--- src/design/hsc_consts.svh ---
`ifndef HSC_CONSTS_SVH
`define HSC_CONSTS_SVH
`define HSC_ADDR_CTRL 8'h00
`define HSC_ADDR_STATUS 8'h04
`define HSC_ADDR_FREQ 8'h08
`define HSC_ADDR_OFFSET 8'h0C
`define HSC_ADDR_KEY 8'h10
`define HSC_ADDR_WIDTH 8'h14
`define HSC_ADDR_DWELL 8'h18
`define HSC_ADDR_STEP 8'h1C
`define HSC_ADDR_SPTR 8'h20
`define HSC_ADDR_SDATA 8'h24
`define HSC_RST_CTRL 3'h0
`define HSC_RST_FREQ 24'h000000
`define HSC_RST_OFFSET 8'h00
`define HSC_RST_KEY 16'h0000
`define HSC_RST_WIDTH 8'h00
`define HSC_RST_DWELL 8'h00
`define HSC_RST_STEP 16'h0000
`define HSC_SCRIPT_MAX 120
`define HSC_MAX_ARGS 6
`define HSC_CLK_NS 10
`define HSC_DWELL_UNIT_NS 83333
`define HSC_DWELL_UNIT_CYC (`HSC_DWELL_UNIT_NS / `HSC_CLK_NS)
`define HSC_CH_CR 8'h0D
`define HSC_CH_LF 8'h0A
`define HSC_CH_SP 8'h20
`define HSC_CH_TILDE 8'h7E
`define HSC_CH_QM 8'h3F
`endif

--- src/design/hsc_pkg.sv ---
package hsc_pkg;
  typedef enum logic [1:0] {
    HSC_IDLE = 2'b00,
    HSC_ARGS = 2'b01,
    HSC_LOAD = 2'b10
  } hsc_state_e;
  typedef enum logic [2:0] {
    HSC_RSP_NONE = 3'b000,
    HSC_RSP_QM = 3'b001,
    HSC_RSP_ACK = 3'b010,
    HSC_RSP_HELP = 3'b011,
    HSC_RSP_RPT = 3'b100,
    HSC_RSP_BOOT = 3'b101
  } hsc_resp_e;
endpackage

--- src/design/hsc_symclk.sv ---
`timescale 1ns/1ps
`include "hsc_consts.svh"
module hsc_symclk (
  input wire logic clock,
  input wire logic rst,
  input wire logic sym_pin,
  input wire logic [15:0] periods,
  output logic tick_o
);
  logic s1_q, s2_q, s3_q, lvl_q;
  logic [15:0] cnt_q;
  wire agree_w = s2_q == s3_q;
  wire rise_w = agree_w && s3_q && !lvl_q;
  wire wrap_w = cnt_q >= periods;
  always_ff @(posedge clock) begin
    if (rst) begin
      s1_q <= 1'b0;
      s2_q <= 1'b0;
      s3_q <= 1'b0;
      lvl_q <= 1'b0;
      cnt_q <= 16'h0000;
      tick_o <= 1'b0;
    end else begin
      s1_q <= sym_pin;
      s2_q <= s1_q;
      s3_q <= s2_q;
      if (agree_w) lvl_q <= s3_q;
      tick_o <= rise_w && wrap_w;
      // symbol lasts periods+1 pin periods
      if (rise_w) cnt_q <= wrap_w ? 16'h0000 : cnt_q + 16'h0001;
    end
  end
endmodule

--- src/design/hsc_sweep.sv ---
`timescale 1ns/1ps
`include "hsc_consts.svh"
module hsc_sweep #(
  parameter int UNIT_CYC = `HSC_DWELL_UNIT_CYC
) (
  input wire logic clock,
  input wire logic rst,
  input wire logic en,
  input wire logic [23:0] base,
  input wire logic [15:0] step,
  input wire logic [7:0] dwell,
  input wire logic [7:0] width,
  output logic [23:0] freq_o,
  output logic sync_o
);
  logic [15:0] cyc_q;
  logic [7:0] units_q, idx_q;
  wire unit_end_w = cyc_q == 16'(UNIT_CYC - 1);
  wire dwell_end_w = unit_end_w && (dwell == 8'h00 || units_q == dwell - 8'h01);
  always_ff @(posedge clock) begin
    if (rst || !en) begin
      cyc_q <= 16'h0000;
      units_q <= 8'h00;
      idx_q <= 8'h00;
      freq_o <= base;
      sync_o <= 1'b0;
    end else begin
      cyc_q <= unit_end_w ? 16'h0000 : cyc_q + 16'h0001;
      sync_o <= 1'b0;
      if (dwell_end_w) begin
        units_q <= 8'h00;
        if (idx_q >= width - 8'h01) begin
          idx_q <= 8'h00;
          freq_o <= base;
          sync_o <= 1'b1;
        end else begin
          idx_q <= idx_q + 8'h01;
          freq_o <= freq_o + {8'h00, step};
        end
      end else if (unit_end_w) begin
        units_q <= units_q + 8'h01;
      end
    end
  end
endmodule

--- src/design/hsc_top.sv ---
// The implementer's own choices: the address map and register access over APB.
`timescale 1ns/1ps
`include "hsc_consts.svh"
module hsc_top
  import hsc_pkg::*;
#(
  parameter int DWELL_UNIT_CYC = `HSC_DWELL_UNIT_CYC,
  parameter int SCRIPT_MAX = `HSC_SCRIPT_MAX
) (
  input wire logic clock,
  input wire logic rst,
  input wire logic psel,
  input wire logic penable,
  input wire logic pwrite,
  input wire logic [7:0] paddr,
  input wire logic [31:0] pwdata,
  output logic [31:0] prdata,
  output logic pready,
  output logic pslverr,
  input wire logic rx_valid,
  input wire logic [7:0] rx_char,
  output logic rx_ready,
  output logic tx_valid,
  output logic [7:0] tx_char,
  input wire logic tx_ready,
  input wire logic sym_clk_pin,
  output logic sym_tick,
  output logic [23:0] tune_word,
  output logic carrier_on,
  output logic sweep_sync
);
  localparam logic [183:0] HELP_TXT = {"A2 B F6 H K4 R T W2 X", `HSC_CH_CR, `HSC_CH_LF};
  localparam logic [63:0] BOOT_TXT = {"HSC OK", `HSC_CH_CR, `HSC_CH_LF};

  function automatic logic is_hex(input logic [7:0] c);
    return (c >= 8'h30 && c <= 8'h39) || (c >= 8'h41 && c <= 8'h46) || (c >= 8'h61 && c <= 8'h66);
  endfunction
  function automatic logic [3:0] hex_val(input logic [7:0] c);
    return (c <= 8'h39) ? c[3:0] : c[3:0] + 4'h9;
  endfunction
  function automatic logic [7:0] hex_ch(input logic [3:0] n);
    return (n < 4'hA) ? {4'h3, n} : 8'h37 + {4'h0, n};
  endfunction
  function automatic logic [2:0] arg_cnt(input logic [7:0] u);
    if (u == 8'h41 || u == 8'h57) return 3'h2;
    else if (u == 8'h46) return 3'h6;
    else if (u == 8'h4B) return 3'h4;
    else return 3'h0;
  endfunction
  function automatic logic known(input logic [7:0] u);
    return u == 8'h41 || u == 8'h42 || u == 8'h46 || u == 8'h48 || u == 8'h4B
        || u == 8'h52 || u == 8'h54 || u == 8'h57 || u == 8'h58;
  endfunction

  hsc_state_e st_q, st_d;
  hsc_resp_e resp_k;
  logic [7:0] cmd_q;
  logic [2:0] need_q, got_q;
  logic [23:0] arg_q;
  logic [23:0] freq_q;
  logic [7:0] offset_q, width_q, dwell_q;
  logic [15:0] key_q, step_q;
  logic key_on_q;
  logic [2:0] mode_q;
  logic [7:0] script_mem [0:SCRIPT_MAX-1];
  logic [6:0] wr_cnt_q, script_len_q, sptr_q;
  logic [3:0] hi_nib_q;
  logic half_q;
  logic [191:0] buf_q;
  logic [4:0] left_q;
  logic resp_active_q, pend_rst_q, boot_q;
  logic exec, save, byte_wr;
  logic [23:0] sweep_freq;
  logic sweep_sync_w;

  // character decode
  wire take_w = rx_valid && rx_ready;
  wire [7:0] uc_w = (rx_char >= 8'h61 && rx_char <= 8'h7A) ? rx_char - 8'h20 : rx_char;
  wire hex_w = is_hex(rx_char);
  wire [3:0] nib_w = hex_val(rx_char);
  wire [23:0] arg_next_w = {arg_q[19:0], nib_w};
  wire [7:0] cmd_x_w = (st_q == HSC_IDLE) ? uc_w : cmd_q;
  wire sweep_w = width_q != 8'h00;
  wire boot_go_w = boot_q && !resp_active_q;
  wire resp_go_w = resp_k != HSC_RSP_NONE;
  wire resp_done_w = tx_valid && tx_ready && left_q == 5'h00;
  wire soft_rst_w = save || (resp_done_w && pend_rst_q);

  always_comb begin
    st_d = st_q;
    resp_k = HSC_RSP_NONE;
    exec = 1'b0;
    save = 1'b0;
    byte_wr = 1'b0;
    if (boot_go_w) begin
      resp_k = HSC_RSP_BOOT;
    end else if (take_w) begin
      case (st_q)
        HSC_IDLE: begin
          if (rx_char == `HSC_CH_LF) begin
            st_d = HSC_IDLE;
          end else if (!known(uc_w)) begin
            resp_k = HSC_RSP_QM;
          end else if (arg_cnt(uc_w) != 3'h0) begin
            st_d = HSC_ARGS;
          end else if (uc_w == 8'h42) begin
            st_d = HSC_LOAD;
            resp_k = HSC_RSP_ACK;
          end else if (uc_w == 8'h48) begin
            resp_k = HSC_RSP_HELP;
          end else if (uc_w == 8'h52) begin
            resp_k = HSC_RSP_RPT;
          end else begin
            exec = 1'b1;
          end
        end
        HSC_ARGS: begin
          if (rx_char == `HSC_CH_LF) begin
            st_d = HSC_ARGS;
          end else if (!hex_w) begin
            st_d = HSC_IDLE;
            resp_k = HSC_RSP_QM;
          end else if (got_q + 3'h1 == need_q) begin
            st_d = HSC_IDLE;
            exec = 1'b1;
            resp_k = HSC_RSP_ACK;
          end
        end
        HSC_LOAD: begin
          if (rx_char == `HSC_CH_CR || rx_char == `HSC_CH_SP) begin
            st_d = HSC_LOAD;
          end else if (hex_w) begin
            byte_wr = half_q;
          end else if (rx_char == `HSC_CH_TILDE) begin
            st_d = HSC_IDLE;
            save = 1'b1;
          end else begin
            st_d = HSC_IDLE;
            resp_k = HSC_RSP_QM;
          end
        end
        default: st_d = HSC_IDLE;
      endcase
    end
  end

  // report line: effective A and K values follow the sweep swap
  wire [7:0] rpt_a_w = sweep_w ? dwell_q : offset_q;
  wire [15:0] rpt_k_w = sweep_w ? step_q : key_q;
  wire [191:0] rpt_w = {8'h41, hex_ch(rpt_a_w[7:4]), hex_ch(rpt_a_w[3:0]),
    `HSC_CH_SP, 8'h4B, hex_ch(rpt_k_w[15:12]), hex_ch(rpt_k_w[11:8]),
    hex_ch(rpt_k_w[7:4]), hex_ch(rpt_k_w[3:0]),
    `HSC_CH_SP, 8'h57, hex_ch(width_q[7:4]), hex_ch(width_q[3:0]),
    `HSC_CH_SP, 8'h46, hex_ch(freq_q[23:20]), hex_ch(freq_q[19:16]), hex_ch(freq_q[15:12]),
    hex_ch(freq_q[11:8]), hex_ch(freq_q[7:4]), hex_ch(freq_q[3:0]),
    `HSC_CH_CR, `HSC_CH_LF, 8'h00};
  wire [191:0] line_w = (resp_k == HSC_RSP_QM) ? {`HSC_CH_QM, `HSC_CH_CR, `HSC_CH_LF, 168'h0} :
    (resp_k == HSC_RSP_ACK) ? {cmd_x_w, `HSC_CH_CR, `HSC_CH_LF, 168'h0} :
    (resp_k == HSC_RSP_HELP) ? {HELP_TXT, 8'h00} :
    (resp_k == HSC_RSP_RPT) ? rpt_w : {BOOT_TXT, 128'h0};
  wire [4:0] len_w = (resp_k == HSC_RSP_HELP || resp_k == HSC_RSP_RPT) ? 5'h17 :
    (resp_k == HSC_RSP_BOOT) ? 5'h08 : 5'h03;

  // parser and parameters
  always_ff @(posedge clock) begin
    if (rst || soft_rst_w) begin
      st_q <= HSC_IDLE;
      cmd_q <= 8'h00;
      need_q <= 3'h0;
      got_q <= 3'h0;
      arg_q <= 24'h000000;
      freq_q <= `HSC_RST_FREQ;
      offset_q <= `HSC_RST_OFFSET;
      key_q <= `HSC_RST_KEY;
      width_q <= `HSC_RST_WIDTH;
      dwell_q <= `HSC_RST_DWELL;
      step_q <= `HSC_RST_STEP;
      key_on_q <= 1'b0;
      wr_cnt_q <= 7'h00;
      hi_nib_q <= 4'h0;
      half_q <= 1'b0;
    end else begin
      st_q <= st_d;
      if (take_w && st_q == HSC_IDLE) begin
        cmd_q <= uc_w;
        need_q <= arg_cnt(uc_w);
        got_q <= 3'h0;
        arg_q <= 24'h000000;
        wr_cnt_q <= 7'h00;
        half_q <= 1'b0;
      end else if (take_w && st_q == HSC_ARGS && hex_w) begin
        got_q <= got_q + 3'h1;
        arg_q <= arg_next_w;
      end
      if (take_w && st_q == HSC_LOAD && hex_w) begin
        half_q <= !half_q;
        hi_nib_q <= nib_w;
        if (byte_wr && wr_cnt_q < 7'(SCRIPT_MAX)) wr_cnt_q <= wr_cnt_q + 7'h01;
      end
      if (exec) begin
        case (cmd_x_w)
          8'h41: begin
            if (sweep_w) dwell_q <= arg_next_w[7:0];
            else offset_q <= arg_next_w[7:0];
          end
          8'h46: freq_q <= arg_next_w;
          8'h4B: begin
            if (sweep_w) step_q <= arg_next_w[15:0];
            else key_q <= arg_next_w[15:0];
          end
          8'h57: if (arg_next_w[7:0] != 8'h01) width_q <= arg_next_w[7:0];
          8'h54: key_on_q <= 1'b1;
          8'h58: key_on_q <= 1'b0;
          default: key_on_q <= key_on_q;
        endcase
      end
    end
  end

  // script survives the soft reset that follows a load
  always_ff @(posedge clock) begin
    if (byte_wr && wr_cnt_q < 7'(SCRIPT_MAX)) script_mem[wr_cnt_q] <= {hi_nib_q, nib_w};
  end
  always_ff @(posedge clock) begin
    if (rst) script_len_q <= 7'h00;
    else if (save) script_len_q <= wr_cnt_q;
  end

  // response sender
  always_ff @(posedge clock) begin
    if (rst) begin
      buf_q <= 192'h0;
      left_q <= 5'h00;
      tx_valid <= 1'b0;
      tx_char <= 8'h00;
      resp_active_q <= 1'b0;
      pend_rst_q <= 1'b0;
      boot_q <= 1'b1;
      rx_ready <= 1'b0;
    end else begin
      rx_ready <= !(take_w || resp_go_w || resp_active_q || boot_q || soft_rst_w);
      if (soft_rst_w) boot_q <= 1'b1;
      else if (boot_go_w) boot_q <= 1'b0;
      if (soft_rst_w) pend_rst_q <= 1'b0;
      else if (resp_k == HSC_RSP_HELP) pend_rst_q <= 1'b1;
      if (resp_go_w) begin
        buf_q <= {line_w[183:0], 8'h00};
        tx_char <= line_w[191:184];
        tx_valid <= 1'b1;
        left_q <= len_w - 5'h01;
        resp_active_q <= 1'b1;
      end else if (tx_valid && tx_ready) begin
        if (left_q != 5'h00) begin
          tx_char <= buf_q[191:184];
          buf_q <= {buf_q[183:0], 8'h00};
          left_q <= left_q - 5'h01;
        end else begin
          tx_valid <= 1'b0;
          resp_active_q <= 1'b0;
        end
      end
    end
  end

  // output stage
  wire use_off_w = !(mode_q == 3'h1 || mode_q == 3'h5 || mode_q == 3'h6);
  wire [23:0] tune_d = sweep_w ? sweep_freq : freq_q + (use_off_w ? {16'h0000, offset_q} : 24'h000000);
  always_ff @(posedge clock) begin
    if (rst) begin
      tune_word <= `HSC_RST_FREQ;
      carrier_on <= 1'b0;
      sweep_sync <= 1'b0;
    end else begin
      tune_word <= tune_d;
      carrier_on <= key_on_q;
      sweep_sync <= sweep_sync_w;
    end
  end

  hsc_sweep #(.UNIT_CYC(DWELL_UNIT_CYC)) u_sweep (
    .clock(clock),
    .rst(rst),
    .en(sweep_w),
    .base(freq_q),
    .step(step_q),
    .dwell(dwell_q),
    .width(width_q),
    .freq_o(sweep_freq),
    .sync_o(sweep_sync_w)
  );
  hsc_symclk u_symclk (
    .clock(clock),
    .rst(rst),
    .sym_pin(sym_clk_pin),
    .periods(key_q),
    .tick_o(sym_tick)
  );

  // apb slave, one wait state
  wire acc_w = psel && penable && !pready;
  wire wr_w = acc_w && pwrite;
  logic [31:0] rd_w;
  logic hit_w;
  always_comb begin
    hit_w = 1'b1;
    rd_w = 32'h00000000;
    if (paddr == `HSC_ADDR_CTRL) rd_w = {29'h0, mode_q};
    else if (paddr == `HSC_ADDR_STATUS)
      rd_w = {21'h0, script_len_q, st_q == HSC_LOAD, resp_active_q, sweep_w, key_on_q};
    else if (paddr == `HSC_ADDR_FREQ) rd_w = {8'h00, freq_q};
    else if (paddr == `HSC_ADDR_OFFSET) rd_w = {24'h0, offset_q};
    else if (paddr == `HSC_ADDR_KEY) rd_w = {16'h0, key_q};
    else if (paddr == `HSC_ADDR_WIDTH) rd_w = {24'h0, width_q};
    else if (paddr == `HSC_ADDR_DWELL) rd_w = {24'h0, dwell_q};
    else if (paddr == `HSC_ADDR_STEP) rd_w = {16'h0, step_q};
    else if (paddr == `HSC_ADDR_SPTR) rd_w = {25'h0, sptr_q};
    else if (paddr == `HSC_ADDR_SDATA) rd_w = (sptr_q < 7'(SCRIPT_MAX)) ? {24'h0, script_mem[sptr_q]} : 32'h0;
    else hit_w = 1'b0;
  end
  always_ff @(posedge clock) begin
    if (rst) begin
      pready <= 1'b0;
      prdata <= 32'h00000000;
      pslverr <= 1'b0;
      mode_q <= `HSC_RST_CTRL;
      sptr_q <= 7'h00;
    end else begin
      pready <= acc_w;
      pslverr <= acc_w && !hit_w;
      prdata <= (acc_w && !pwrite) ? rd_w : 32'h00000000;
      if (wr_w && paddr == `HSC_ADDR_CTRL) mode_q <= pwdata[2:0];
      if (wr_w && paddr == `HSC_ADDR_SPTR) sptr_q <= pwdata[6:0];
    end
  end
endmodule

--- config.mk ---
export PLATFORM = sky130hd
export DESIGN_NAME = hsc_top
export DESIGN_NICKNAME = d
export VERILOG_FILES = /design/src/design/hsc_pkg.sv /design/src/design/hsc_symclk.sv /design/src/design/hsc_sweep.sv /design/src/design/hsc_top.sv
export VERILOG_INCLUDE_DIRS = /design/src /design/src/design
export SDC_FILE = /design/constraint.sdc
export NUM_CORES = 2
export LEC_CHECK = 0
export ABC_AREA = 1
export BUFFER_PORTS_ARGS = -buffer_cell sky130_fd_sc_hd__buf_2
export CAP_MARGIN = 20
export CELL_PAD_IN_SITES_DETAIL_PLACEMENT = 2
export CELL_PAD_IN_SITES_GLOBAL_PLACEMENT = 2
export CORE_UTILIZATION = 37
export CTS_CLUSTER_DIAMETER = 80
export DETAILED_ROUTE_END_ITERATION = 8
export GPL_ROUTABILITY_DRIVEN = 0
export PLACE_DENSITY = 0.72
export SETUP_SLACK_MARGIN = 0.3
export SYNTH_ARGS = -nofsm -noshare
export SYNTH_HDL_FRONTEND = slang
export SYNTH_SLANG_ARGS = --single-unit
--- constraint.sdc ---
create_clock -name clock -period 5.4 [get_ports clock]
set_input_delay 0 -clock clock [delete_from_list [all_inputs] [get_ports clock]]
set_output_delay 0 -clock clock [all_outputs]
set_load 0.01 [all_outputs]
==> results.cfg <==
[yosys]
synthArstFlopShare_pct = 0
synth.cell_area_sq_um = 59900
total_of_flip_flops_plus_latches_after_synthesis = 1402
synth.top_cells.by_count = sky130_fd_sc_hd__edfxtp_1 (984), sky130_fd_sc_hd__nor2_1 (940), sky130_fd_sc_hd__o21ai_0 (861), sky130_fd_sc_hd__nand2_1 (648), sky130_fd_sc_hd__dfxtp_1 (418)
yosys_most_used_dff = sky130_fd_sc_hd__edfxtp_1
post_synth.cell_area_avg_sq_um = 10.06
synth_cell_types = 59
ys_top_cells_by_area = sky130_fd_sc_hd__edfxtp_1 (49%), sky130_fd_sc_hd__dfxtp_1 (14%), sky130_fd_sc_hd__o21ai_0 (7.2%), sky130_fd_sc_hd__nor2_1 (5.9%), sky130_fd_sc_hd__nand2_1 (4.1%)
synth_top_area_cell = sky130_fd_sc_hd__edfxtp_1
post-synth-top-count-cell = sky130_fd_sc_hd__edfxtp_1
synth_warn = 0
number_of_synthesized_flops_with_an_enable_pin = 984
synth_top_cell_area_share_pct = 49.33
synthCells = 5956
portion_of_the_post_synthesis_area_used_by_sequential_elements_pct = 63.30

[clocking]
ctsLongestPathBuffers = 3
cts_clock_pin_slew_for_the_worst_setup_and_hold_paths_ns = 0.07
cts_resized = 0
clkLatencyLatePin_ns = 0.79
cts_num_sinks = 1402
cts_inserted_buffers = 159
cts-root-buf = sky130_fd_sc_hd__clkbuf_16
tritoncts = yes
h-tree-depth = 4

[critical_path]
critical_path_peak_fanout = 8
worst_path_max_delay_cell = sky130_fd_sc_hd__o21ai_0
cp.arrival_ns = 5.22
startpoint_types = register
end_kind = register
timing.critical_path.mode_cell = sky130_fd_sc_hd__nand2_1
delay_of_the_slowest_cell_on_the_worst_path_ns = 0.41
crit_chain = inv_1 -> o21ai_0 -> inv_1 -> nor2_1 -> ha_1 -> inv_1 -> fa_1 -> o21ai_0 -> nand2_1 -> nand2_1 -> a21oi_1 -> o21ai_0 -> nand2_1 -> nor2_1 -> nand2_1 -> nor2_1 -> nand2_1 -> nor2_1 -> nand2_1 -> nand2_1 -> nand2_1 -> o221ai_1 -> inv_1
type_of_the_worst_setup_path = reg2reg
cp.required_ns = 6.07

[floorplan]
die_width_um = 404.4
dieHeight_um = 404.4
dieArea_sq_um = 163500
num_rows = 147
start_util_pct = 37.30
io_pins = 127
design.core.area_sq_um = 160600

[timing]
setup_violations = 0
setup_repair_after_global_routing_missed_its_margin = no
report.final.slew_viol_count = 0
fin_worst_hold_slack_ns = 0.03401
max_slew_margin_pct = 20.23
clock.fmax_mhz = 219.6
final_layout_setup_total_negative_slack_ns = 0
post-route-period-util_pct = 84.33
worst_clock_skew_ns = 0.03191
post-route-min-period_ns = 4.554
layout_setup_ws_ns = 0.8461
final_hold_viol_count = 0
timing_worst_slew_pin_value_ns = 1.197

[hold_path]
timing.hold.worst.class = in2reg

[placement]
post-place-ws_ns = 0.8019
dpl.hpwl_mm = 141.3
numPortBuffers = 93

[pwr]
power_switching_share_pct = 23.75
power.switching_mw = 5.560
sequential_group_share_of_total_power_pct = 50.4
peakVddDrop_uv = 312.1
leakage_nw = 24.42
power_frac_comb_pct = 4.8
internal_mw = 17.85
p_clk_share_pct = 44.8
power-per-cell-area_nw_per_um2 = 344.0

[routing]
ant_nets = 0
drc = 0
first_pass_iters = 5
wl_mm = 220.8
detail_route.vias_per_cell = 5.642
detailedRoute.firstIterationViolations = 3088
routed-via-count = 46780
wl_per_cell_um = 26.63

[grt]
antenna_found_initial = 3
overflow = 0
track_usage_pct = 26.77
grt.met2_usage_pct = 47.11
grt_util_met3_pct = 3.557
globalRouteMet1Util_pct = 32.95
wire_length_of_the_first_global_routing_pass_mm = 328.7
globalRoute.busiestLayer = met2
vias_in_the_first_global_route = 51080
grt_start_max_net_pins = 129

[layout]
post_route_cells_drive_above_1_share_pct = 7.668
finish.net_count = 6144
relative_area_change_from_synthesis_to_final_layout_pct = 13.63
fillerInstances = 16920
final_core_utilization_pct = 42.39

[outcome]
result_of_the_run = complete, no violations

[flow_run]
max_capacitance_violation_total = 0
[final cells by class]
class	instances	area [sq um]	share of cell area [%]
Tap cell	2160	2703	3.971
Inverter	349	1333	1.958
Timing Repair Buffer	236	1810	2.660
Sequential cell	1402	37940	55.75
Clock buffer	222	4327	6.357
Clock inverter	68	595.6	0.8750
Multi-Input combinational cell	3852	19350	28.42
Antenna cell	2	5.005	0.007353
[kinds of logic after synthesis]
logic type               Yosys count  synth area share [%]
other                              1              0.006261
flip-flops                      1402                 63.30
AND/OR/NAND/NOR                 1982                 13.47
XOR/XNOR                          84                 1.228
buffers and inverters            709                 4.589
adder cells (fa/ha/maj)           88                 1.863
AO/OA/AOI/OAI                   1688                 15.51
multiplexers                       2               0.03342
[state kept, by name, indices dropped and copies added (netlist names), 4 cells and up, named ones only]
register         cells
wr_cnt_q             7
prdata              24
buf_q              143
left_q               5
tune_word           24
arg_q               20
width_q              8
hi_nib_q             4
script_len_q         7
tx_char              8
cmd_q                8
u_sweep.cyc_q       16
key_q               16
u_sweep.units_q      8
offset_q             8
freq_q              24
u_sweep.freq_o      24
script_mem         960
dwell_q              8
u_sweep.idx_q        8
step_q              16
sptr_q               7
u_symclk.cnt_q      16
[final timing paths]
kind	cells after the start	end	start	slack (ns)
min	6	prdata[1]$_SDFF_PP0_	paddr[5]	0.03
max	23	tune_word[20]$_SDFF_PP0_	mode_q[0]$_SDFFE_PP0P_	0.85
max reg2reg	23	tune_word[20]$_SDFF_PP0_	mode_q[0]$_SDFFE_PP0P_	0.85
min reg2reg	2	u_symclk.s2_q$_SDFF_PP0_	u_symclk.s1_q$_SDFF_PP0_	0.43
[power by group through the flow]
| stage | clock (mW) | sequential (mW) | combinational (mW) |
|---|---|---|---|
| floorplan | 0 | 12.0 | 0.647 |
| global placement | 0 | 12.0 | 1.06 |
| detailed placement | 0 | 12.0 | 1.10 |
| CTS | 10.7 | 11.8 | 1.13 |
| global route | 11.0 | 11.8 | 1.22 |
| finish | 10.5 | 11.8 | 1.12 |
[placed cells by master (no fill, tap or decap), types with 18 or more instances in the layout]
cell type | netlist | layout
sky130_fd_sc_hd__o221ai_1 | 28 | 28
sky130_fd_sc_hd__clkinv_1 | 5 | 29
sky130_fd_sc_hd__a22oi_1 | 20 | 20
sky130_fd_sc_hd__clkinv_2 | 0 | 26
sky130_fd_sc_hd__a21oi_1 | 334 | 334
sky130_fd_sc_hd__xor2_1 | 66 | 63
sky130_fd_sc_hd__o211ai_1 | 22 | 22
sky130_fd_sc_hd__buf_4 | 11 | 93
sky130_fd_sc_hd__nor3_1 | 62 | 61
sky130_fd_sc_hd__clkbuf_1 | 295 | 53
sky130_fd_sc_hd__nand3_1 | 263 | 262
sky130_fd_sc_hd__o21ai_0 | 861 | 861
sky130_fd_sc_hd__xnor2_1 | 18 | 18
sky130_fd_sc_hd__dfxtp_1 | 418 | 410
sky130_fd_sc_hd__nand4_1 | 22 | 22
sky130_fd_sc_hd__clkbuf_16 | 0 | 160
sky130_fd_sc_hd__buf_2 | 37 | 94
sky130_fd_sc_hd__edfxtp_1 | 984 | 984
sky130_fd_sc_hd__ha_1 | 86 | 86
sky130_fd_sc_hd__o21ai_1 | 58 | 57
sky130_fd_sc_hd__dlygate4sd3_1 | 0 | 33
sky130_fd_sc_hd__inv_1 | 335 | 330
sky130_fd_sc_hd__nor2_1 | 940 | 938
sky130_fd_sc_hd__nand2_1 | 648 | 648
sky130_fd_sc_hd__a211oi_1 | 33 | 33
sky130_fd_sc_hd__o22ai_1 | 230 | 230
sky130_fd_sc_hd__a31oi_1 | 45 | 45
[metal layers]
| metal | routed length [um] | part of all wire [%] | vias to the layer above |
|---|---|---|---|
| li1 | - | - | 21190 |
| met1 | 91730 | 42 | 24130 |
| met2 | 111100 | 50 | 1060 |
| met3 | 8943 | 4.0 | 399 |
| met4 | 9008 | 4.1 | 2 |
| met5 | 15 | 0.0068 | - |
[per-stage QoR]
stage                     total power [mW]  std cells  area (sq um)
after CTS                            23.59       8288         68050
final                                23.41       8291         68060
after global routing                 24.04       8289         68060
after global placement               13.08       7964         62790
after floorplan                      12.64       5963         59950
after detailed placement             13.12       7965         62790
[worst max-delay path, delay by kind of cell, from the launching register on]
kind                     cells  cell delay, ns
AO/OA/AOI/OAI                5            1.36
adder cells (fa/ha/maj)      2            0.57
flip-flops                   1            0.33
buffers and inverters        4            0.45
AND/OR/NAND/NOR             12            1.72
[timing repair]
| action | 4_1_cts | 5_1_grt |
|---|---|---|
| hold buffers | 33 | 0 |
| buffers inserted | 0 | 0 |
| hold endpoints to repair | 58 | 0 |
(Power assumes the default switching activity.)
